`config.mk`:
```
export PLATFORM = sky130hd
export DESIGN_NAME = address_decode_and_paging
export DESIGN_NICKNAME = d
export VERILOG_FILES = /design/src/map_decode_pkg.sv /design/src/read_mux.sv /design/src/address_decode_and_paging.sv
export SDC_FILE = /design/constraint.sdc
export NUM_CORES = 1
export LEC_CHECK = 0
export BUFFER_PORTS_ARGS = -buffer_cell sky130_fd_sc_hd__buf_2
export CORE_AREA = 2 2 108 110
export CTS_CLUSTER_DIAMETER = 60
export DETAILED_ROUTE_END_ITERATION = 12
export DIE_AREA = 0 0 110 112
export GPL_TIMING_DRIVEN = 0
export MAX_ROUTING_LAYER = met4
export PLACE_DENSITY = 0.69
export SYNTH_ARGS = -nofsm -noshare
export SYNTH_HDL_FRONTEND = slang
export SYNTH_SLANG_ARGS = --single-unit
export TNS_END_PERCENT = 20
```
`constraint.sdc`:
```
create_clock -name clk_in -period 6.3 [get_ports clk_in]
set_input_delay 1.575 -clock clk_in [delete_from_list [all_inputs] [get_ports clk_in]]
set_output_delay 1.575 -clock clk_in [all_outputs]
set_load 0.1 [all_outputs]
```
`src/map_decode_pkg.sv`:
```
package map_decode_pkg;
  // Core address map
  localparam logic [15:0] WINDOW_BASE = 16'h8000;
  localparam logic [15:0] WINDOW_LAST = 16'hbfff;
  localparam logic [15:0] UNPAGED_BASE = 16'hc000;
  localparam logic [1:0] BLOCK_LOW = 2'h0;
  localparam logic [1:0] BLOCK_MID = 2'h1;
  localparam logic [1:0] BLOCK_WIN = 2'h2;
  localparam logic [1:0] BLOCK_TOP = 2'h3;
  // Extended address constants outside the window
  localparam logic [5:0] XADDR_LOW = 6'h3d;
  localparam logic [5:0] XADDR_MID = 6'h3e;
  localparam logic [5:0] XADDR_TOP = 6'h3f;
  // On-chip page thresholds per partition setting
  localparam logic [5:0] ONCHIP_FIRST_00 = 6'h38;
  localparam logic [5:0] ONCHIP_FIRST_01 = 6'h30;
  localparam logic [5:0] ONCHIP_FIRST_10 = 6'h20;
  localparam logic [5:0] ONCHIP_FIRST_11 = 6'h00;
  // Page register reset value
  localparam logic [5:0] PAGE_RESET = 6'h00;
  // Register block offsets for bus-expansion registers (relative to register base)
  localparam logic [15:0] OFS_PORT_A_DATA = 16'h0000;
  localparam logic [15:0] OFS_PORT_B_DATA = 16'h0001;
  localparam logic [15:0] OFS_PORT_A_DIR = 16'h0002;
  localparam logic [15:0] OFS_PORT_B_DIR = 16'h0003;
  localparam logic [15:0] OFS_PORT_E_DATA = 16'h0008;
  localparam logic [15:0] OFS_PORT_E_DIR = 16'h0009;
  localparam logic [15:0] OFS_EXP_COUNT = 16'h0010;
  localparam logic [15:0] OFS_PORT_K_DATA = 16'h0032;
  localparam logic [15:0] OFS_PORT_K_DIR = 16'h0033;
  // Operating modes
  typedef enum logic [2:0] {
    MODE_SPECIAL_SINGLE = 3'b000,
    MODE_EMUL_NARROW = 3'b001,
    MODE_SPECIAL_TEST = 3'b010,
    MODE_EMUL_WIDE = 3'b011,
    MODE_NORMAL_SINGLE = 3'b100,
    MODE_NORMAL_NARROW = 3'b101,
    MODE_SPECIAL_PERIPH = 3'b110,
    MODE_NORMAL_WIDE = 3'b111
  } op_mode_t;
  // Paged call/return sequencer states
  typedef enum logic [2:0] {
    SEQ_IDLE = 3'b000,
    SEQ_PUSH_RET = 3'b001,
    SEQ_PUSH_PAGE = 3'b010,
    SEQ_PULL_PAGE = 3'b011,
    SEQ_PULL_RET = 3'b100,
    SEQ_WRITE_PAGE = 3'b101,
    SEQ_REFILL = 3'b110
  } seq_state_t;
endpackage

```
`src/read_mux.sv`:
```
`timescale 1ns/1ps
`default_nettype none
module read_mux (
  // Source buses
  input wire logic [15:0] regs_rdata_in,
  input wire logic [15:0] ram_rdata_in,
  input wire logic [15:0] eeprom_rdata_in,
  input wire logic [15:0] flash_rdata_in,
  input wire logic [15:0] debug_rdata_in,
  input wire logic [15:0] ext_rdata_in,
  // Select and swap
  input wire logic [5:0] sel_in,
  input wire logic swap_in,
  // CPU side
  output logic [15:0] rdata_out
);
  logic [15:0] picked;
  // One-hot selects, so an OR of gated sources suffices
  assign picked = ({16{sel_in[0]}} & debug_rdata_in) | ({16{sel_in[1]}} & regs_rdata_in)
    | ({16{sel_in[2]}} & ram_rdata_in) | ({16{sel_in[3]}} & eeprom_rdata_in)
    | ({16{sel_in[4]}} & flash_rdata_in) | ({16{sel_in[5]}} & ext_rdata_in);
  // Byte swap for odd-aligned reads
  assign rdata_out = swap_in ? {picked[7:0], picked[15:8]} : picked;
endmodule // read_mux
`default_nettype wire

```
`src/address_decode_and_paging.sv`:
```
`timescale 1ns/1ps
`default_nettype none
module address_decode_and_paging
  import map_decode_pkg::*;
(
  // Clock and reset
  input wire logic clk_in,
  input wire logic rst_b_in,
  input wire logic clk_en_in,
  // Configuration
  input wire map_decode_pkg::op_mode_t mode_in,
  input wire logic port_e_emulation_enable_in,
  input wire logic port_k_emulation_enable_in,
  input wire logic [1:0] paging_partition_switches_in,
  input wire logic [1:0] flash_alloc_in,
  input wire logic flash_hidden_in,
  input wire logic page_write_special_only_in,
  // Region hits from mapping registers
  input wire logic debug_hit_in,
  input wire logic reg_hit_in,
  input wire logic reg_implemented_in,
  input wire logic [15:0] reg_base_in,
  input wire logic ram_hit_in,
  input wire logic eeprom_hit_in,
  input wire logic flash_hit_in,
  // CPU bus
  input wire logic [15:0] cpu_addr_in,
  input wire logic [15:0] cpu_wdata_in,
  input wire logic cpu_valid_in,
  input wire logic cpu_swap_in,
  input wire logic page_wr_in,
  input wire logic [5:0] page_wdata_in,
  // Paged call/return control
  input wire logic call_start_in,
  input wire logic call_indirect_in,
  input wire logic [5:0] call_imm_page_in,
  input wire logic [5:0] call_mem_page_in,
  input wire logic rtc_start_in,
  input wire logic [5:0] stack_page_in,
  input wire logic step_ack_in,
  // Read data sources
  input wire logic [15:0] regs_rdata_in,
  input wire logic [15:0] ram_rdata_in,
  input wire logic [15:0] eeprom_rdata_in,
  input wire logic [15:0] flash_rdata_in,
  input wire logic [15:0] debug_rdata_in,
  input wire logic [15:0] ext_rdata_in,
  // Selects and CPU side outputs
  output logic [5:0] select_out,
  output logic [15:0] cpu_rdata_out,
  output logic [15:0] core_addr_out,
  output logic [15:0] core_wdata_out,
  // Page register and sequencer
  output logic [5:0] page_index_out,
  output logic [5:0] saved_page_out,
  output logic irq_hold_out,
  output logic push_ret_out,
  output logic push_page_out,
  output logic pull_page_out,
  output logic pull_ret_out,
  output logic refill_out,
  output logic page_fetch_indirect_out,
  // Port K pins
  output logic emulation_chip_select_n_out,
  output logic external_chip_select_n_out,
  output logic chip_selects_active_out,
  output logic [5:0] extended_address_out
);
  import map_decode_pkg::*;

  // Offset of current address in register block
  function automatic logic [15:0] reg_offset(input logic [15:0] a, input logic [15:0] b);
    reg_offset = a - b;
  endfunction

  // Mode classes
  wire logic expanded = mode_in == MODE_EMUL_NARROW || mode_in == MODE_EMUL_WIDE
    || mode_in == MODE_SPECIAL_TEST || mode_in == MODE_NORMAL_NARROW
    || mode_in == MODE_NORMAL_WIDE;
  wire logic emulation = mode_in == MODE_EMUL_NARROW || mode_in == MODE_EMUL_WIDE;
  wire logic periph = mode_in == MODE_SPECIAL_PERIPH;
  wire logic special = ~mode_in[2];

  // Register removal decode
  // Offsets count from the register base, so a moved block still decodes
  wire logic [15:0] ofs = reg_offset(cpu_addr_in, reg_base_in);
  wire logic is_port_ab = ofs == OFS_PORT_A_DATA || ofs == OFS_PORT_B_DATA
    || ofs == OFS_PORT_A_DIR || ofs == OFS_PORT_B_DIR;
  wire logic is_port_e = ofs == OFS_PORT_E_DATA || ofs == OFS_PORT_E_DIR;
  wire logic is_port_k = ofs == OFS_PORT_K_DATA || ofs == OFS_PORT_K_DIR;
  wire logic rm_ab = expanded && is_port_ab;
  wire logic rm_e = expanded && port_e_emulation_enable_in && is_port_e;
  wire logic rm_first16 = periph && ofs < OFS_EXP_COUNT;
  wire logic rm_k = emulation && port_k_emulation_enable_in && is_port_k;
  wire logic removed = reg_hit_in && (rm_ab || rm_e || rm_first16 || rm_k);
  wire logic reg_live = reg_hit_in && !removed;

  // Page window and partition
  logic [5:0] page_q, page_d;
  logic [5:0] saved_q;
  logic [5:0] onchip_first;
  wire logic [1:0] block = cpu_addr_in[15:14];
  wire logic in_window = block == BLOCK_WIN;
  // Partition threshold lookup
  always_comb begin
    case (paging_partition_switches_in)
      2'h0: onchip_first = ONCHIP_FIRST_00;
      2'h1: onchip_first = ONCHIP_FIRST_01;
      2'h2: onchip_first = ONCHIP_FIRST_10;
      default: onchip_first = ONCHIP_FIRST_11;
    endcase
  end
  wire logic window_internal = page_q >= onchip_first;
  // An off-chip window page falls through the flash select to external space in an expanded mode
  wire logic flash_live = flash_hit_in && (!in_window || window_internal);

  // Priority chain, combinational from current address
  wire logic s_dbg = debug_hit_in;
  wire logic s_reg = !s_dbg && reg_live;
  wire logic s_ram = !s_dbg && !reg_hit_in && ram_hit_in;
  wire logic s_eep = !s_dbg && !reg_hit_in && !ram_hit_in && eeprom_hit_in;
  wire logic s_fl = !s_dbg && !reg_hit_in && !ram_hit_in && !eeprom_hit_in && flash_live;
  wire logic claimed = s_dbg || reg_hit_in || ram_hit_in || eeprom_hit_in || flash_live;
  // Removed registers still go external; unimplemented register holes do not
  // Peripheral mode has no expanded bus, yet its removed registers still go out
  wire logic s_ext = (expanded && !claimed) || (removed && !s_dbg);
  assign select_out = cpu_valid_in ? {s_ext, s_fl, s_eep, s_ram, s_reg, s_dbg} : 6'h00;

  // Emulation chip select per allocation and hide bit
  // Hidden low blocks only matter with 48K or 64K allocated
  logic ecs_hit;
  always_comb begin
    case (block)
      BLOCK_LOW: ecs_hit = flash_alloc_in == 2'h3 && !flash_hidden_in;
      BLOCK_MID: ecs_hit = flash_alloc_in[1] && !flash_hidden_in;
      BLOCK_WIN: ecs_hit = flash_alloc_in == 2'h0 || (flash_alloc_in[1] && window_internal);
      default: ecs_hit = 1'b1;
    endcase
  end
  // Pins carry selects only in an expanded mode with the port K enable set
  wire logic pins_on = port_k_emulation_enable_in && expanded;
  wire logic ecs_act = pins_on && emulation && cpu_valid_in && ecs_hit && !s_dbg && !reg_hit_in;
  // Removed registers and holes are kept off the external select
  wire logic xcs_act = pins_on && cpu_valid_in && !ecs_act && s_ext && !removed
    && !(reg_hit_in && !reg_implemented_in);
  assign emulation_chip_select_n_out = !ecs_act;
  assign external_chip_select_n_out = !xcs_act;
  assign chip_selects_active_out = port_k_emulation_enable_in;

  // Extended address: page in window, constants elsewhere
  always_comb begin
    case (block)
      BLOCK_LOW: extended_address_out = XADDR_LOW;
      BLOCK_MID: extended_address_out = XADDR_MID;
      BLOCK_WIN: extended_address_out = page_q;
      default: extended_address_out = XADDR_TOP;
    endcase
  end

  // Bus steering and read mux
  assign core_addr_out = cpu_addr_in;
  assign core_wdata_out = cpu_wdata_in;
  read_mux u_read_mux (
    .regs_rdata_in(regs_rdata_in),
    .ram_rdata_in(ram_rdata_in),
    .eeprom_rdata_in(eeprom_rdata_in),
    .flash_rdata_in(flash_rdata_in),
    .debug_rdata_in(debug_rdata_in),
    .ext_rdata_in(ext_rdata_in),
    .sel_in(select_out),
    .swap_in(cpu_swap_in),
    .rdata_out(cpu_rdata_out)
  );

  // Paged call/return sequencer
  seq_state_t st_q, st_d;
  // Restricted integrations take plain page writes only in modes with mode bit 2 clear, including both emulation modes but not special peripheral
  wire logic wr_allowed = !page_write_special_only_in || special;
  wire logic [5:0] new_page = call_indirect_in ? call_mem_page_in : call_imm_page_in;
  wire logic idle = st_q == SEQ_IDLE;
  always_comb begin
    st_d = st_q;
    page_d = page_q;
    case (st_q)
      SEQ_IDLE: begin
        if (call_start_in) begin
          page_d = new_page;
          st_d = SEQ_PUSH_RET;
        end else if (rtc_start_in) begin
          st_d = SEQ_PULL_PAGE;
        end else if (page_wr_in && wr_allowed) begin
          page_d = page_wdata_in;
        end
      end
      SEQ_PUSH_RET: if (step_ack_in) st_d = SEQ_PUSH_PAGE;
      SEQ_PUSH_PAGE: if (step_ack_in) st_d = SEQ_REFILL;
      SEQ_PULL_PAGE: if (step_ack_in) st_d = SEQ_PULL_RET;
      SEQ_PULL_RET: if (step_ack_in) st_d = SEQ_WRITE_PAGE;
      SEQ_WRITE_PAGE: begin
        page_d = saved_q;
        st_d = SEQ_REFILL;
      end
      SEQ_REFILL: if (step_ack_in) st_d = SEQ_IDLE;
      default: st_d = SEQ_IDLE;
    endcase
  end

  // State, page and temporary registers
  always_ff @(posedge clk_in or negedge rst_b_in) begin
    if (!rst_b_in) begin
      st_q <= SEQ_IDLE;
      page_q <= PAGE_RESET;
      saved_q <= PAGE_RESET;
    end else if (clk_en_in) begin
      st_q <= st_d;
      page_q <= page_d;
      // Temporary page: old page on a call, stacked page on a return
      if (idle && call_start_in) saved_q <= page_q;
      else if (st_q == SEQ_PULL_PAGE && step_ack_in) saved_q <= stack_page_in;
    end
  end

  // Step flags decode the state register, so they never glitch
  assign page_index_out = page_q;
  assign saved_page_out = saved_q;
  assign irq_hold_out = !idle;
  assign push_ret_out = st_q == SEQ_PUSH_RET;
  assign push_page_out = st_q == SEQ_PUSH_PAGE;
  assign pull_page_out = st_q == SEQ_PULL_PAGE;
  assign pull_ret_out = st_q == SEQ_PULL_RET;
  assign refill_out = st_q == SEQ_REFILL;
  assign page_fetch_indirect_out = idle && call_start_in && call_indirect_in;

  // Decode checks: one select at a time, in priority order
  chk_one_select: assert property (@(posedge clk_in) disable iff (!rst_b_in)
    $onehot0(select_out))
    else $error("more than one select active");
  chk_idle_no_select: assert property (@(posedge clk_in) disable iff (!rst_b_in)
    !cpu_valid_in |-> select_out == 6'h00)
    else $error("select without a valid access");
  chk_debug_first: assert property (@(posedge clk_in) disable iff (!rst_b_in)
    (cpu_valid_in && debug_hit_in) |-> select_out == 6'h01)
    else $error("debug space did not win");
  chk_reg_over_ram: assert property (@(posedge clk_in) disable iff (!rst_b_in)
    (cpu_valid_in && reg_hit_in && !removed && !debug_hit_in) |-> select_out[1] && !select_out[2])
    else $error("register did not win over ram");
  chk_ram_over_eeprom: assert property (@(posedge clk_in) disable iff (!rst_b_in)
    (cpu_valid_in && ram_hit_in && !reg_hit_in && !debug_hit_in) |-> select_out == 6'h04)
    else $error("ram did not win over lower blocks");
  chk_removed_ext: assert property (@(posedge clk_in) disable iff (!rst_b_in)
    (cpu_valid_in && removed && !debug_hit_in) |-> select_out == 6'h20)
    else $error("removed register not decoded external");
  chk_window_external: assert property (@(posedge clk_in) disable iff (!rst_b_in)
    (cpu_valid_in && in_window && !window_internal) |-> !select_out[4])
    else $error("off-chip window page selected flash");
  chk_full_onchip: assert property (@(posedge clk_in) disable iff (!rst_b_in)
    paging_partition_switches_in == 2'h3 |-> window_internal)
    else $error("full on-chip split left a page external");

  // Chip select, extended address and byte swap checks; both pins idle high unless the port K enable is set
  chk_selects_exclusive: assert property (@(posedge clk_in) disable iff (!rst_b_in)
    !(emulation_chip_select_n_out == 1'b0 && external_chip_select_n_out == 1'b0))
    else $error("both chip selects active");
  chk_pins_off: assert property (@(posedge clk_in) disable iff (!rst_b_in)
    !port_k_emulation_enable_in |-> emulation_chip_select_n_out && external_chip_select_n_out)
    else $error("chip select with enable clear");
  chk_ecs_emul_only: assert property (@(posedge clk_in) disable iff (!rst_b_in)
    !emulation |-> emulation_chip_select_n_out)
    else $error("emulation select outside emulation mode");
  chk_xcs_needs_ext: assert property (@(posedge clk_in) disable iff (!rst_b_in)
    !external_chip_select_n_out |-> select_out[5])
    else $error("external select without external space");
  chk_xcs_off_single: assert property (@(posedge clk_in) disable iff (!rst_b_in)
    !expanded |-> external_chip_select_n_out)
    else $error("external select in a single-chip mode");
  chk_no_xcs_removed: assert property (@(posedge clk_in) disable iff (!rst_b_in)
    removed |-> external_chip_select_n_out)
    else $error("external select on removed register");
  chk_unimpl_no_xcs: assert property (@(posedge clk_in) disable iff (!rst_b_in)
    (reg_hit_in && !reg_implemented_in) |-> external_chip_select_n_out)
    else $error("external select on register hole");
  chk_xaddr_page: assert property (@(posedge clk_in) disable iff (!rst_b_in)
    in_window |-> extended_address_out == page_q)
    else $error("window page not on extended address");
  chk_swap_bytes: assert property (@(posedge clk_in) disable iff (!rst_b_in)
    (cpu_swap_in && select_out == 6'h01) |-> cpu_rdata_out == {debug_rdata_in[7:0], debug_rdata_in[15:8]})
    else $error("read bytes not swapped");

  // Page register and call/return sequencer checks
  chk_write_delay: assert property (@(posedge clk_in) disable iff (!rst_b_in)
    (clk_en_in && idle && !call_start_in && !rtc_start_in && page_wr_in && wr_allowed)
    |=> page_q == $past(page_wdata_in))
    else $error("page write not applied next cycle");
  chk_write_refused: assert property (@(posedge clk_in) disable iff (!rst_b_in)
    (clk_en_in && idle && !call_start_in && !rtc_start_in && page_wr_in && !wr_allowed)
    |=> page_q == $past(page_q))
    else $error("restricted page write applied");
  chk_enable_freeze: assert property (@(posedge clk_in) disable iff (!rst_b_in)
    !clk_en_in |=> st_q == $past(st_q) && page_q == $past(page_q) && saved_q == $past(saved_q))
    else $error("state moved with clock enable low");
  chk_call_saves: assert property (@(posedge clk_in) disable iff (!rst_b_in)
    (clk_en_in && idle && call_start_in) |=> saved_q == $past(page_q) && st_q == SEQ_PUSH_RET)
    else $error("call did not save page");
  chk_call_loads: assert property (@(posedge clk_in) disable iff (!rst_b_in)
    (clk_en_in && idle && call_start_in) |=> page_q == $past(new_page))
    else $error("call did not load new page");
  chk_call_steps: assert property (@(posedge clk_in) disable iff (!rst_b_in)
    (clk_en_in && st_q == SEQ_PUSH_RET && step_ack_in) |=> st_q == SEQ_PUSH_PAGE)
    else $error("return address push did not lead to page push");
  chk_push_refill: assert property (@(posedge clk_in) disable iff (!rst_b_in)
    (clk_en_in && st_q == SEQ_PUSH_PAGE && step_ack_in) |=> st_q == SEQ_REFILL)
    else $error("page push did not lead to refill");
  chk_irq_hold: assert property (@(posedge clk_in) disable iff (!rst_b_in)
    (clk_en_in && idle && (call_start_in || rtc_start_in)) |=> irq_hold_out)
    else $error("interrupts not held during sequence");
  chk_ret_pulls: assert property (@(posedge clk_in) disable iff (!rst_b_in)
    (clk_en_in && st_q == SEQ_PULL_PAGE && step_ack_in) |=> saved_q == $past(stack_page_in))
    else $error("return did not take stacked page");
  chk_ret_writes: assert property (@(posedge clk_in) disable iff (!rst_b_in)
    (clk_en_in && st_q == SEQ_WRITE_PAGE) |=> page_q == $past(saved_q) && refill_out)
    else $error("return did not write page before refill");
endmodule // address_decode_and_paging
`default_nettype wire

```
Yosys cells after proc, flatten, opt, wreduce, memory -nomap -nowiden
Index checks and enable logic that the tools add are counted.

Order comparisons: 2. Reductions and logical operators: 81. Add/sub/neg operators: 1. Bitwise logic cells: 12. Muxes and demuxes: 20. Multiply operators: 0. Div/mod/pow operators: 0. Shift-type cells: 0. Equality and inequality tests: 32.

Operators by type and width (number): $and 16x16->16 (6); $or 16x16->16 (5); $mux 6 (7); $logic_and 1x1->1 (37); $pmux 6 s3 (2); $eq 16x2->1 const B (2); $eq 16x4->1 const B (2); $eq 16x6->1 const B (2); $mux 3 (7); $pmux 3 s7 (1); $logic_or 1x1->1 (20); $eq 3x3->1 const B (6); $eq 16x1->1 const B (1); $logic_not 16->1 (1); $lt 16x5->1 const B (1); $mux 16 (1); $sub 16x16->16 (1); $logic_not 1->1 (14); $eq 3x2->1 const B (4); $pmux 6 s2 (1); $ne 2x2->1 const B (5); $reduce_and 7->1 (1); $eq 2x2->1 const B (3); $eq 3x1->1 const B (2); 11 further kinds (16).

RAM bits: 0. Word-level logic and storage cells: 151. Latch bits: 0. Register bits after elaboration: 15. Input port bits: 195. Output and inout bits: 82. Memory bits (read-only): 0. Memories: 0.

Logic depth before layout (Yosys ltp)
Gate-level depths: netlist (run 1).

Depth after elaboration: 22. Depth in mapped cells: 14. Gate-level depth less buffers: 12.

By module
A second synthesis (run 1) with hierarchy kept.

Cell total of the unflattened synthesis: 416. Area, all modules: 3200.6 um2.

Modules (own cells, without submodules): address_decode_and_paging (area each 2401.1 um2, cells each 322, instances 1, seq. area each 375.4 um2); read_mux (area each 799.5 um2, cells each 94, instances 1, seq. area each 0.0 um2).

Worst setup path before layout (run 1)
OpenSTA, ideal clock, no wires.

Kind: input port to output port. From: in cpu_addr_in[0]. To: out cpu_rdata_out[14]. Arrival time: 5.792 ns. Cell stages on the path: 14. Slack: -1.067 ns. Buffers on the path: 2. Data required time: 4.725 ns. Cell sequence: inv_1 -> ha_1 -> fa_1 -> nand2b_1 -> a211o_1 -> a211oi_2 -> nor3_1 -> xnor2_1 -> o21ai_0 -> a41o_1 -> buf_4 -> buf_6 -> a221oi_2 -> mux2i_1.

Elaborated cells between the ends (all ways): 37. Classes of those cells: add/sub: 1; order compare: 1; eq/ne: 7; mux: 2; bitwise: 7; reduce/logical: 19.

RTL lines: from (decl) (RTL line address_decode_and_paging.sv:27) `input wire logic [15:0] cpu_addr_in,`; $sub 16x16->16 * (RTL line address_decode_and_paging.sv:73) `reg_offset = a - b;`; branches (longest 7 deep; another with $lt 16x5->1); $logic_or 1x1->1 * (RTL line address_decode_and_paging.sv:95) `wire logic removed = reg_hit_in && (rm_ab || rm_e || rm_first16 || rm_k);`; $logic_and 1x1->1 * (RTL line address_decode_and_paging.sv:95); $logic_and 1x1->1 * (RTL line address_decode_and_paging.sv:126) `wire logic s_ext = (expanded && !claimed) || (removed && !s_dbg);`; $logic_or 1x1->1 * (RTL line address_decode_and_paging.sv:126); $mux 6 * (RTL line address_decode_and_paging.sv:127) `assign select_out = cpu_valid_in ? {s_ext, s_fl, s_eep, s_ram, s_reg, s_dbg} : 6'h00;`; net select_out[5] (RTL line address_decode_and_paging.sv:49) `output logic [5:0] select_out,`; $and 16x16->16 * (RTL line read_mux.sv:21) `| ({16{sel_in[4]}} & flash_rdata_in) | ({16{sel_in[5]}} & ext_rdata_in);`; $or 16x16->16 * (RTL line read_mux.sv:21); $mux 16 * (RTL line read_mux.sv:23) `assign rdata_out = swap_in ? {picked[7:0], picked[15:8]} : picked;`; to (decl) (RTL line address_decode_and_paging.sv:50) `output logic [15:0] cpu_rdata_out,`.

Mark *: on every way through the listed nets, which the timed path passes.

Final worst setup path (run 1)
From: in cpu_addr_in[0]. To: out cpu_rdata_out[9].

Longest elaborated chain between the ends: 21. Elaborated cells between the ends (all ways): 37. Classes of those cells: add/sub: 1; order compare: 1; eq/ne: 7; mux: 2; bitwise: 7; reduce/logical: 19.

Ends and longest elaborated chain: $sub 16x16->16 * (RTL line address_decode_and_paging.sv:73); branches (longest 7 deep; another with $lt 16x5->1); $logic_or 1x1->1 * (RTL line address_decode_and_paging.sv:95); $logic_and 1x1->1 * (RTL line address_decode_and_paging.sv:95); $logic_not 1->1 (RTL line address_decode_and_paging.sv:96) `wire logic reg_live = reg_hit_in && !removed;`; $logic_and 1x1->1 (RTL line address_decode_and_paging.sv:96); $logic_and 1x1->1 (RTL line address_decode_and_paging.sv:119) `wire logic s_reg = !s_dbg && reg_live;`; $mux 6 * (RTL line address_decode_and_paging.sv:127); $and 16x16->16 (RTL line read_mux.sv:19) `assign picked = ({16{sel_in[0]}} & debug_rdata_in) | ({16{sel_in[1]}} & regs_rdata_in)`; $or 16x16->16 (RTL line read_mux.sv:19); $or 16x16->16 (2 in series) (RTL line read_mux.sv:20) `| ({16{sel_in[2]}} & ram_rdata_in) | ({16{sel_in[3]}} & eeprom_rdata_in)`; $or 16x16->16 (RTL line read_mux.sv:21); $or 16x16->16 * (RTL line read_mux.sv:21); $mux 16 * (RTL line read_mux.sv:23).

Mark *: on every way between the ends.

==> results.json, run 1 <==
{
  "drive_gt1_share_pct": 50.8,
  "ant_nets": 0,
  "min_path_type": "reg -> reg",
  "numClockSinks": 15,
  "io_pins": 277,
  "route.detailed.drc": 0,
  "finalMaxSlewViolations": 0,
  "place_congestion": 0.919,
  "status": "finished, violations left",
  "r2r_setup_slack_ns": 3.82,
  "cts_root_buf": "clkbuf_16",
  "cts_max_level": 1,
  "crit_slowest_cell": "a221oi_1",
  "required_ns": 4.72,
  "max_freq_ghz": 0.158,
  "synth_ff_type": "dfrtp_1",
  "r2r_end": "saved_page_out[1]$_DFFE_PN0P_",
  "final_nets": 925,
  "pwr_density_cell_nw_per_um2": 262,
  "met1_usage_pct": 23.3,
  "rsz0062_at_grt": "yes",
  "cp_max_fo": 7,
  "r2r_start": "st_q[1]$_DFFE_PN0P_",
  "violations": "setup timing",
  "slowest_delay_ns": 0.54,
  "hold_ws_ns": 0.509,
  "relSlewSlack_pct": 12.2,
  "use_met2_pct": 38.4,
  "reg2reg_depth": 7,
  "antenna_found_initial": 3,
  "yosys_register_bits": 15,
  "critPathLaunch": "cpu_addr_in[0]",
  "startpoint_type": "input pin",
  "synthCells": 442,
  "dp_hpwl_um": 11300,
  "syn_area_sq_um": 3230,
  "grt_pass1_vias": 4010,
  "power.total_mw": 1.44,
  "async_reset_ff_share_pct": 100,
  "insertion_delay_ns": 0.25,
  "io_buffers": 258,
  "cellLeakagePower_nw": 2.73,
  "gr-usage-met3_pct": 2.75,
  "vias_per_cell": 5.15,
  "wl_um": 13700,
  "crit_type": "in -> out",
  "clk_path_buf_depth": 2,
  "yosysSeqAreaShare_pct": 11.6,
  "dpl-instance-area_sq_um": 4960,
  "numCtsBuffers": 3,
  "grt_start_max_net_pins": 16,
  "path_cells": "buf_12 -> inv_12 -> ha_4 -> fa_2 -> nand2b_4 -> nand3b_1 -> o221ai_2 -> o2111ai_1 -> a222oi_1 -> and4bb_2 -> a31oi_4 -> a221oi_1 -> a22oi_2 -> buf_8",
  "initial_core_util_pct": 28.9,
  "tightest_slew_ns": 1.32,
  "grt_most_used_layer": "met2",
  "fin_area_sq_um": 5500,
  "syn_nets": 657,
  "synth_top_area_share_pct": 11.6,
  "wl_per_cell_um": 16.0,
  "clkSlewWorstSetupHoldPaths_ns": 0.05,
  "cts_hold_repair.buffers": 0,
  "drt_first_pass_iters": 7,
  "finalSetupViolCount": 4,
  "area_growth_syn_to_layout_pct": 70.4,
  "placementRows": 39,
  "die_area_sq_um": 12300,
  "core-area_sq_um": 11200,
  "synth_warnings": 0,
  "yosys-top-cells-area": "dfrtp_1 (12%), buf_4 (8.4%), mux2i_1 (8.4%)",
  "die_height_um": 112,
  "vias": 4410,
  "synth_edf_count": 0,
  "fin_worst_skew_ns": 0.00112,
  "cp-end-kind": "output port",
  "period_minus_slack_ns": 6.32,
  "die_w_um": 110,
  "max_cap_violations": 0,
  "synth_cell_type_count": 61,
  "cts_tree": "built",
  "synth.largest_area_cell": "dfrtp_1",
  "grt_overflow_total": 0,
  "endpoint": "cpu_rdata_out[9]",
  "crit_arrival_ns": 4.74,
  "drt_iter0_drc": 282,
  "grt_first_pass_wirelength_um": 19800,
  "fillers": 1090,
  "ir_worst_vdd_v": 0.000227,
  "hold_violations": 0,
  "worst_slack_ns": -0.0182,
  "timing.final.crit_share_pct": 100,
  "syn_avg_cell_area_sq_um": 7.30,
  "gr-usage-all-layers_pct": 20.7
}
[layout by cell type (no fill, tap or decap), drive strengths merged, types with 3 or more instances in the layout]
master  netlist  layout
o211ai        3       3
a211oi       16      16
dfrtp        15      15
a21o          7       7
a22o          3       3
nor2b         5       5
nand3         8       8
nand4         4       4
and2          8       8
mux2i        27      27
inv          29      29
nor3          4       4
or2           3       3
a222oi       15      15
xnor2         5       5
a21oi        23      23
nand2b        8       8
ha           19      19
clkbuf       16      19
nor3b         3       3
nand2        63      63
a31oi         3       3
buf          39     301
o21ai        31      31
a221oi       14      14
nor2         28      28
xor2          3       3
a22oi         5       5
and3          3       3
diode         0       5
or3           4       4
[through the flow]
step / worst slack (ns) / TNS [ns] / instances / utilization [%]
final: -0.0182 / -0.0499 / 857 / 49.2
after global routing: -0.235 / -3.20 / 857 / 49.2
after CTS: 0.00109 / 0 / 852 / 48.6
after detailed placement: -0.425 / -6.04 / 843 / 44.4
after global placement: -0.381 / -5.17 / 843 / 44.4
after floorplan: -0.0941 / -0.376 / 442 / -
[sequential cells by signal, summed over array words and instances (netlist names)]
| name | count |
|---|---|
| page_index_out | 6 |
| st_q | 3 |
| saved_page_out | 6 |
[Yosys cell counts (4+ instances only)]
library cell / instances
clkbuf_1: 16
a221oi_2: 7
nand2_1: 63
o21ai_0: 28
ha_1: 19
a21o_1: 7
nand3_1: 8
nand4_1: 4
nor2_1: 28
and2_1: 8
a21oi_1: 19
buf_4: 36
a21oi_2: 4
nor3_1: 4
mux2i_1: 27
or3_1: 4
nand2b_1: 8
nor2b_1: 5
inv_1: 28
a211oi_1: 15
a222oi_1: 15
xnor2_1: 5
dfrtp_1: 15
a22oi_1: 5
a221oi_1: 7
[final cells by class]
cell class | instances | area [sq um] | area share [%]
well taps | 143 | 179 | 3.26
repair buffers | 263 | 1530 | 27.9
flip-flops and latches | 15 | 375 | 6.83
diodes | 5 | 12.5 | 0.228
clock inverters | 1 | 5.00 | 0.0911
plain buffers | 55 | 379 | 6.90
inverters | 29 | 121 | 2.21
multi-input cells | 343 | 2810 | 51.2
clock buffers | 3 | 75.1 | 1.37
[routing by layer]
| metal | wire [um] | vias to the layer above |
|---|---|---|
| li1 | - | 2153 |
| met1 | 5210 | 2033 |
| met2 | 7190 | 202 |
| met3 | 1040 | 22 |
| met4 | 310 | 0 |
| met5 | 0 | - |
[power breakdown]
part | switching [mW] | internal [mW] | leakage (nW)
clock network | 0.0398 | 0.0848 | 0.0409
registers | 0.0428 | 0.140 | 0.184
logic | 0.846 | 0.284 | 2.51
total | 0.928 | 0.509 | 2.73
[worst max-delay path: cells and delay by family]
kind | cells | cell delay (ns)
AO/OA/AOI/OAI | 6 | 1.58
AND/OR/NAND/NOR | 3 | 0.72
buffers and inverters | 3 | 0.37
adder cells (fa/ha/maj) | 2 | 0.48
[worst min path at each step]
stage                                  start  slack, ns  cells after the start                       endpoint
3_5_place_dp   saved_page_out[0]$_DFFE_PN0P_       0.50                      2  saved_page_out[0]$_DFFE_PN0P_
3_3_place_gp   saved_page_out[0]$_DFFE_PN0P_       0.49                      2  saved_page_out[0]$_DFFE_PN0P_
2_1_floorplan            st_q[0]$_DFFE_PN0P_       0.53                      2            st_q[0]$_DFFE_PN0P_
6_report       saved_page_out[3]$_DFFE_PN0P_       0.51                      2  saved_page_out[3]$_DFFE_PN0P_
4_1_cts        saved_page_out[0]$_DFFE_PN0P_       0.51                      2  saved_page_out[0]$_DFFE_PN0P_
5_1_grt        saved_page_out[0]$_DFFE_PN0P_       0.53                      2  saved_page_out[0]$_DFFE_PN0P_
[kinds of logic (layout without fill, tap and decap cells)]
group,Yosys count,in the layout,synth area share (%)
and+or+nand+nor,149,149,22.0
adders and majority gates,20,20,7.99
other,0,5,0
DFF,15,15,11.6
AOI/OAI and AO/OA,138,138,33.0
xor gates and xnor gates,8,8,2.17
muxes,28,28,8.73
buffers and inverters,84,351,14.5
[what timing repair did]
item,CTS,global route
setup endpoints to repair,16,17
gates cloned,1,0
resized for setup,60,13
pin swaps,11,8
setup buffers,4,0
Note: power is estimated with default switching activity, not from simulation.
==> run 2: changes to the inputs <==
==> constraint.sdc (replaced) <==
create_clock -name clk_in -period 7.6 [get_ports clk_in]
set_input_delay 1.9 -clock clk_in [delete_from_list [all_inputs] [get_ports clk_in]]
set_output_delay 1.9 -clock clk_in [all_outputs]
set_load 0.1 [all_outputs]
==> run 2 against run 1 <==
The run now ends clean. Sequential share of layout area is 1.0 points higher. First-iteration DRC count is 13% lower. Worst hold slack lost 0.0029 ns. Clock power shrank 19%. Flip-flop and latch count did not move. Global-route usage decreased by 2.0 points. Power fell by 21%. Count of clock-buffer cells in the layout unchanged. Sequential power down 16%. Non-clock buffer count fell by 5. Via count shrank 5.5%.
==> results.json, run 2 (synthesis gave the netlist of run 1 again) <==
{
  "whs_path_depth": 2,
  "route.detailed.drc": 0,
  "crit_slowest_cell": "buf_2",
  "crit_top_cell": "buf_2",
  "antenna_found_initial": 0,
  "dpl-instance-area_sq_um": 4700,
  "grt_pass1_vias": 3929,
  "die_area_sq_um": 12300,
  "p_sw_share_pct": 66.0,
  "io_pins": 277,
  "die_w_um": 110,
  "cts_tree": "built",
  "numClockSinks": 15,
  "place_congestion": 0.882,
  "p_comb_share_pct": 77.4,
  "r2r_end": "saved_page_out[2]$_DFFE_PN0P_",
  "cp-end-kind": "output port",
  "numCtsBuffers": 3,
  "fin_area_sq_um": 4780,
  "power_frac_seq_pct": 13.6,
  "path_cells": "buf_2 -> inv_1 -> ha_1 -> fa_1 -> nand2b_1 -> a211o_1 -> a211oi_2 -> nor3_1 -> xnor2_1 -> o21ai_0 -> a41o_1 -> buf_4 -> buf_6 -> nand2_1 -> a22oi_1 -> buf_2",
  "die_height_um": 112,
  "rsz0062_at_grt": "no",
  "r2r_setup_slack_ns": 5.23,
  "period_minus_slack_ns": 7.30,
  "placementRows": 39,
  "ir_worst_vdd_v": 0.000271,
  "stdcell_count": 847,
  "grt_start_max_net_pins": 16,
  "p_sw_uw": 746,
  "final_nets": 920,
  "internal-power_uw": 384,
  "cp.depth": 16,
  "dp_hpwl_um": 10200,
  "clk_path_buf_depth": 2,
  "status": "complete, no violations",
  "vias_per_cell": 4.92,
  "whs_endpoint": "saved_page_out[0]$_DFFE_PN0P_",
  "crit_buf_inv": 5,
  "insertion_delay_ns": 0.24,
  "core-area_sq_um": 11200,
  "dp_slack_ns": 0.331,
  "min_path_type": "reg -> reg",
  "ant_nets": 0,
  "worst_slack_ns": 0.301,
  "wl_per_cell_um": 14.0,
  "critical-path-top-delay-family": "compound AO/OA/AOI/OAI gates",
  "crit_arrival_ns": 5.40,
  "cp_max_fo": 10,
  "fillers": 1212,
  "layout_commonest_cell": "buf_2",
  "finalSetupViolCount": 0,
  "gr-usage-all-layers_pct": 18.7,
  "io_buffers": 258,
  "pwr_density_cell_nw_per_um2": 236,
  "max_cap_violations": 0,
  "crit_type": "in -> out",
  "area_growth_syn_to_layout_pct": 48.2,
  "hold_violations": 0,
  "power.total_mw": 1.13,
  "tightest_slew_ns": 1.22,
  "clock_power_share_pct": 9.0,
  "fin_worst_skew_ns": 0.00366,
  "grt_first_pass_wirelength_um": 18300,
  "wl_um": 11800,
  "required_ns": 5.70,
  "initial_core_util_pct": 28.9,
  "vias": 4168,
  "drt_iter0_drc": 244,
  "cts_resized": 0,
  "num_antenna_cells": 0,
  "dp_cells": 843,
  "holdCritStartpoint": "saved_page_out[0]$_DFFE_PN0P_",
  "grt_overflow_total": 0,
  "cts_root_buf": "clkbuf_16",
  "drt_first_pass_iters": 5,
  "reg2reg_depth": 7,
  "layout_common_cells": "buf_2 (259), nand2_1 (63), buf_4 (36)",
  "cts_max_level": 1,
  "clkSlewWorstSetupHoldPaths_ns": 0.05,
  "relSlewSlack_pct": 18.4,
  "cellLeakagePower_nw": 2.59,
  "slowest_delay_ns": 0.46,
  "max_freq_ghz": 0.137,
  "timing.final.crit_share_pct": 96.0,
  "cts_hold_repair.buffers": 0,
  "finalMaxSlewViolations": 0,
  "startpoint_type": "input pin",
  "post_cts.repair.setup_buffers": 0,
  "drive_gt1_share_pct": 45.7,
  "r2r_start": "st_q[1]$_DFFE_PN0P_"
}
[run 2: cell types whose count changed in the layout (fill, tap and decap cells not counted), sizes merged]
cell | previous run | this run
diode | 5 | 0
bufbuf | 1 | 0
buf | 301 | 297
[run 2: layout make-up]
class                           instances  area [sq um]  share of cell area (%)
Buffer                                 55           358                    7.48
Sequential cell                        15           375                    7.85
Clock inverter                          1          5.00                   0.105
Tap cell                              143           179                    3.74
Clock buffer                            3          75.1                    1.57
Timing Repair Buffer                  258          1290                    27.0
Inverter                               29           109                    2.28
Multi-Input combinational cell        343          2390                    50.0
[run 2: worst min-delay path: stages, from the launching register on]
cell and delay [ns]:
dfrtp_1 0.35, nand2_1 0.05, o21ai_0 0.06
[run 2: metrics by stage]
| stage | hold WS (ns) | utilization [%] | TNS [ns] |
|---|---|---|---|
| 3_5_place_dp | 0.489 | 42.1 | 0 |
| 3_3_place_gp | 0.485 | 42.1 | 0 |
| 2_1_floorplan | 0.534 | - | -5.35 |
| 6_report | 0.506 | 42.8 | 0 |
| 5_1_grt | 0.529 | 42.8 | 0 |
| 4_1_cts | 0.500 | 42.8 | 0 |
[run 2: worst max-delay path by stage]
stage | startpoint | slack (ns) | to
floorplan | cpu_addr_in[0] | -0.42 | cpu_rdata_out[14]
global placement | cpu_addr_in[0] | 0.32 | cpu_rdata_out[7]
detailed placement | cpu_addr_in[0] | 0.33 | cpu_rdata_out[5]
CTS | cpu_addr_in[0] | 0.30 | cpu_rdata_out[5]
global route | cpu_addr_in[0] | 0.008 | cpu_rdata_out[5]
finish | cpu_addr_in[0] | 0.30 | cpu_rdata_out[5]
[run 2: routing by layer]
layer  share of wire (%)  up-vias  global-route usage (%)
met2                  47      203                    31.2
li1                    -     2138                       -
met4                 1.6        0                    3.97
met5                   0        -                       -
met1                  42     1811                    24.7
met3                 8.8       16                    1.29
[run 2: power by group through the flow]
stage / combinational [mW] / clock [mW] / sequential [mW]
floorplan: 0.502 / 0 / 0.354
global placement: 0.872 / 0 / 0.155
detailed placement: 0.877 / 0 / 0.154
CTS: 0.878 / 0.103 / 0.154
global route: 0.929 / 0.107 / 0.162
finish: 0.875 / 0.101 / 0.154
==> run 3: changes to the inputs <==
--- a/config.mk
+++ b/config.mk
@@ -6,13 +6,16 @@
 export NUM_CORES = 1
 export LEC_CHECK = 0
 export BUFFER_PORTS_ARGS = -buffer_cell sky130_fd_sc_hd__buf_2
-export CORE_AREA = 2 2 108 110
+export CORE_ASPECT_RATIO = 2
+export CORE_MARGIN = 8
+export CORE_UTILIZATION = 35
 export CTS_CLUSTER_DIAMETER = 60
 export DETAILED_ROUTE_END_ITERATION = 12
-export DIE_AREA = 0 0 110 112
 export GPL_TIMING_DRIVEN = 0
 export MAX_ROUTING_LAYER = met4
-export PLACE_DENSITY = 0.69
+export PLACE_DENSITY = 0.8
+export RECOVER_POWER = 25
+export SETUP_SLACK_MARGIN = 0.4
 export SYNTH_ARGS = -nofsm -noshare
 export SYNTH_HDL_FRONTEND = slang
 export SYNTH_SLANG_ARGS = --single-unit
==> run 3 against run 2 <==
Final cell count shrank 4.7%. Final area grew 6.3%. Register-to-register slack lost 0.23 ns. Via count grew 7.4%. Critical path type unchanged. Critical endpoint is now cpu_rdata_out[13].
==> results.json, run 3 (synthesis gave the netlist of run 1 again) <==
{
  "gr-usage-all-layers_pct": 22.2,
  "multiInputGateArea_sq_um": 2620,
  "cellLeakagePower_nw": 2.59,
  "io_pins": 277,
  "cp_max_fo": 6,
  "hold_violations": 0,
  "initial_core_util_pct": 36.0,
  "crit_type": "in -> out",
  "max_freq_ghz": 0.139,
  "period_minus_slack_ns": 7.17,
  "die_area_sq_um": 12700,
  "fin_worst_skew_ns": 0.00360,
  "grt_overflow_total": 0,
  "vias": 4475,
  "dp_hpwl_um": 13100,
  "grt_start_max_net_pins": 16,
  "finalSetupViolCount": 0,
  "required_ns": 5.70,
  "placementRows": 49,
  "die_w_um": 83.9,
  "endpoint": "cpu_rdata_out[13]",
  "route.detailed.drc": 0,
  "clk_path_buf_depth": 2,
  "r2r_setup_slack_ns": 5.00,
  "power.total_mw": 1.17,
  "tns_ns": 0,
  "r2r_end": "saved_page_out[4]$_DFFE_PN0P_",
  "io_buffers": 258,
  "area_growth_syn_to_layout_pct": 57.5,
  "crit_top_cell": "buf_12",
  "clock_power_share_pct": 8.7,
  "fillers": 823,
  "drt_iter0_drc": 157,
  "vias_per_cell": 5.55,
  "holdCritStartpoint": "saved_page_out[2]$_DFFE_PN0P_",
  "rsz0062_at_grt": "yes",
  "final-seq-area_sq_um": 375,
  "insertion_delay_ns": 0.24,
  "cts_hold_repair.buffers": 0,
  "crit_buf_inv": 4,
  "core-area_sq_um": 8950,
  "tightest_slew_ns": 1.20,
  "p_comb_share_pct": 78.0,
  "wl_per_cell_um": 18.7,
  "relSlewSlack_pct": 20.1,
  "numCtsBuffers": 3,
  "crit_slowest_cell": "fa_1",
  "r2r_start": "st_q[1]$_DFFE_PN0P_",
  "crit_arrival_ns": 5.27,
  "internal-power_uw": 399,
  "critical-path-top-delay-family": "compound AO/OA/AOI/OAI gates",
  "min_path_type": "reg -> reg",
  "cp-end-kind": "output port",
  "hold_ws_ns": 0.517,
  "power_frac_seq_pct": 13.3,
  "cts_tree": "built",
  "finalMaxSlewViolations": 0,
  "path_cells": "buf_2 -> inv_1 -> ha_1 -> fa_1 -> nand2b_4 -> nand3b_1 -> o221ai_2 -> o2111ai_1 -> a222oi_1 -> and4bb_2 -> a31oi_4 -> buf_12 -> a221oi_2 -> a22oi_2 -> buf_12",
  "p_sw_uw": 769,
  "drt_first_pass_iters": 5,
  "cts_root_buf": "clkbuf_16",
  "slowest_delay_ns": 0.42,
  "pwr_density_cell_nw_per_um2": 230,
  "status": "complete, no violations",
  "antenna_found_initial": 0,
  "clkSlewWorstSetupHoldPaths_ns": 0.05,
  "numClockSinks": 15,
  "cts_max_level": 1,
  "die_height_um": 152,
  "ant_nets": 0,
  "ir_worst_vdd_v": 0.000308,
  "drive_gt1_share_pct": 47.5,
  "layout_commonest_cell": "buf_2",
  "place_congestion": 0.926,
  "max_cap_violations": 0,
  "cp.depth": 15,
  "num_antenna_cells": 0,
  "startpoint_type": "input pin",
  "wl_um": 15100,
  "layout_common_cells": "buf_2 (231), nand2_1 (63), buf_4 (40), clkbuf_1 (29)",
  "worst_slack_ns": 0.431,
  "grt_first_pass_wirelength_um": 22900,
  "dp_slack_ns": 0.312,
  "final_nets": 921,
  "reg2reg_depth": 7,
  "grt_pass1_vias": 4849,
  "critPathLaunch": "cpu_addr_in[0]",
  "timing.final.crit_share_pct": 94.3,
  "p_sw_share_pct": 65.9
}
[run 3: stage by stage]
| stage | util, % | std cells | cell area (sq um) |
|---|---|---|---|
| 3_5_place_dp | 52.9 | 802 | 4730 |
| 6_report | 56.8 | 807 | 5080 |
| 2_1_floorplan | - | 442 | 3320 |
| 5_1_grt | 56.8 | 807 | 5080 |
| 3_3_place_gp | 52.9 | 802 | 4730 |
| 4_1_cts | 54.0 | 806 | 4830 |
[run 3: area by class of cell]
cell class	instances	area share [%]
Buffer	55	7.46
Inverter	29	2.14
Tap cell	102	2.51
Timing Repair Buffer	259	27.3
Multi-Input combinational cell	343	51.7
Sequential cell	15	7.39
Clock buffer	4	1.55
[run 3: power groups by stage]
stage / sequential, mW / clock, mW / combinational, mW
after global routing: 0.161 / 0.107 / 0.960
after CTS: 0.154 / 0.102 / 0.896
after detailed placement: 0.155 / 0 / 0.893
after floorplan: 0.354 / 0 / 0.510
after global placement: 0.153 / 0 / 0.882
final: 0.155 / 0.101 / 0.912
[run 3: routing by layer]
metal	up-vias	track usage, %	share of wire, %
met5	-	-	0
met4	0	8.52	2.8
met3	34	6.91	8.6
met2	272	42.1	54
met1	2037	20.1	34
li1	2132	-	-
[run 3: repair_timing]
action,4_1_cts,5_1_grt
cloned,0,0
gates resized for setup,5,57
pin swaps,0,2
buffers inserted,0,1
endpoints found under the hold margin,0,0
endpoints found under the setup margin,16,16
[run 3: tightest hold or removal path: stages (launching register included)]
cell     delay, ns
dfrtp_1       0.37
nand2_1       0.05
o21ai_0       0.06
[run 3: how the worst min path moves through the flow]
stage | depth (start not counted) | end
floorplan | 2 | st_q[0]$_DFFE_PN0P_
global placement | 2 | saved_page_out[4]$_DFFE_PN0P_
detailed placement | 2 | saved_page_out[2]$_DFFE_PN0P_
CTS | 2 | saved_page_out[2]$_DFFE_PN0P_
global route | 2 | saved_page_out[5]$_DFFE_PN0P_
finish | 2 | saved_page_out[2]$_DFFE_PN0P_
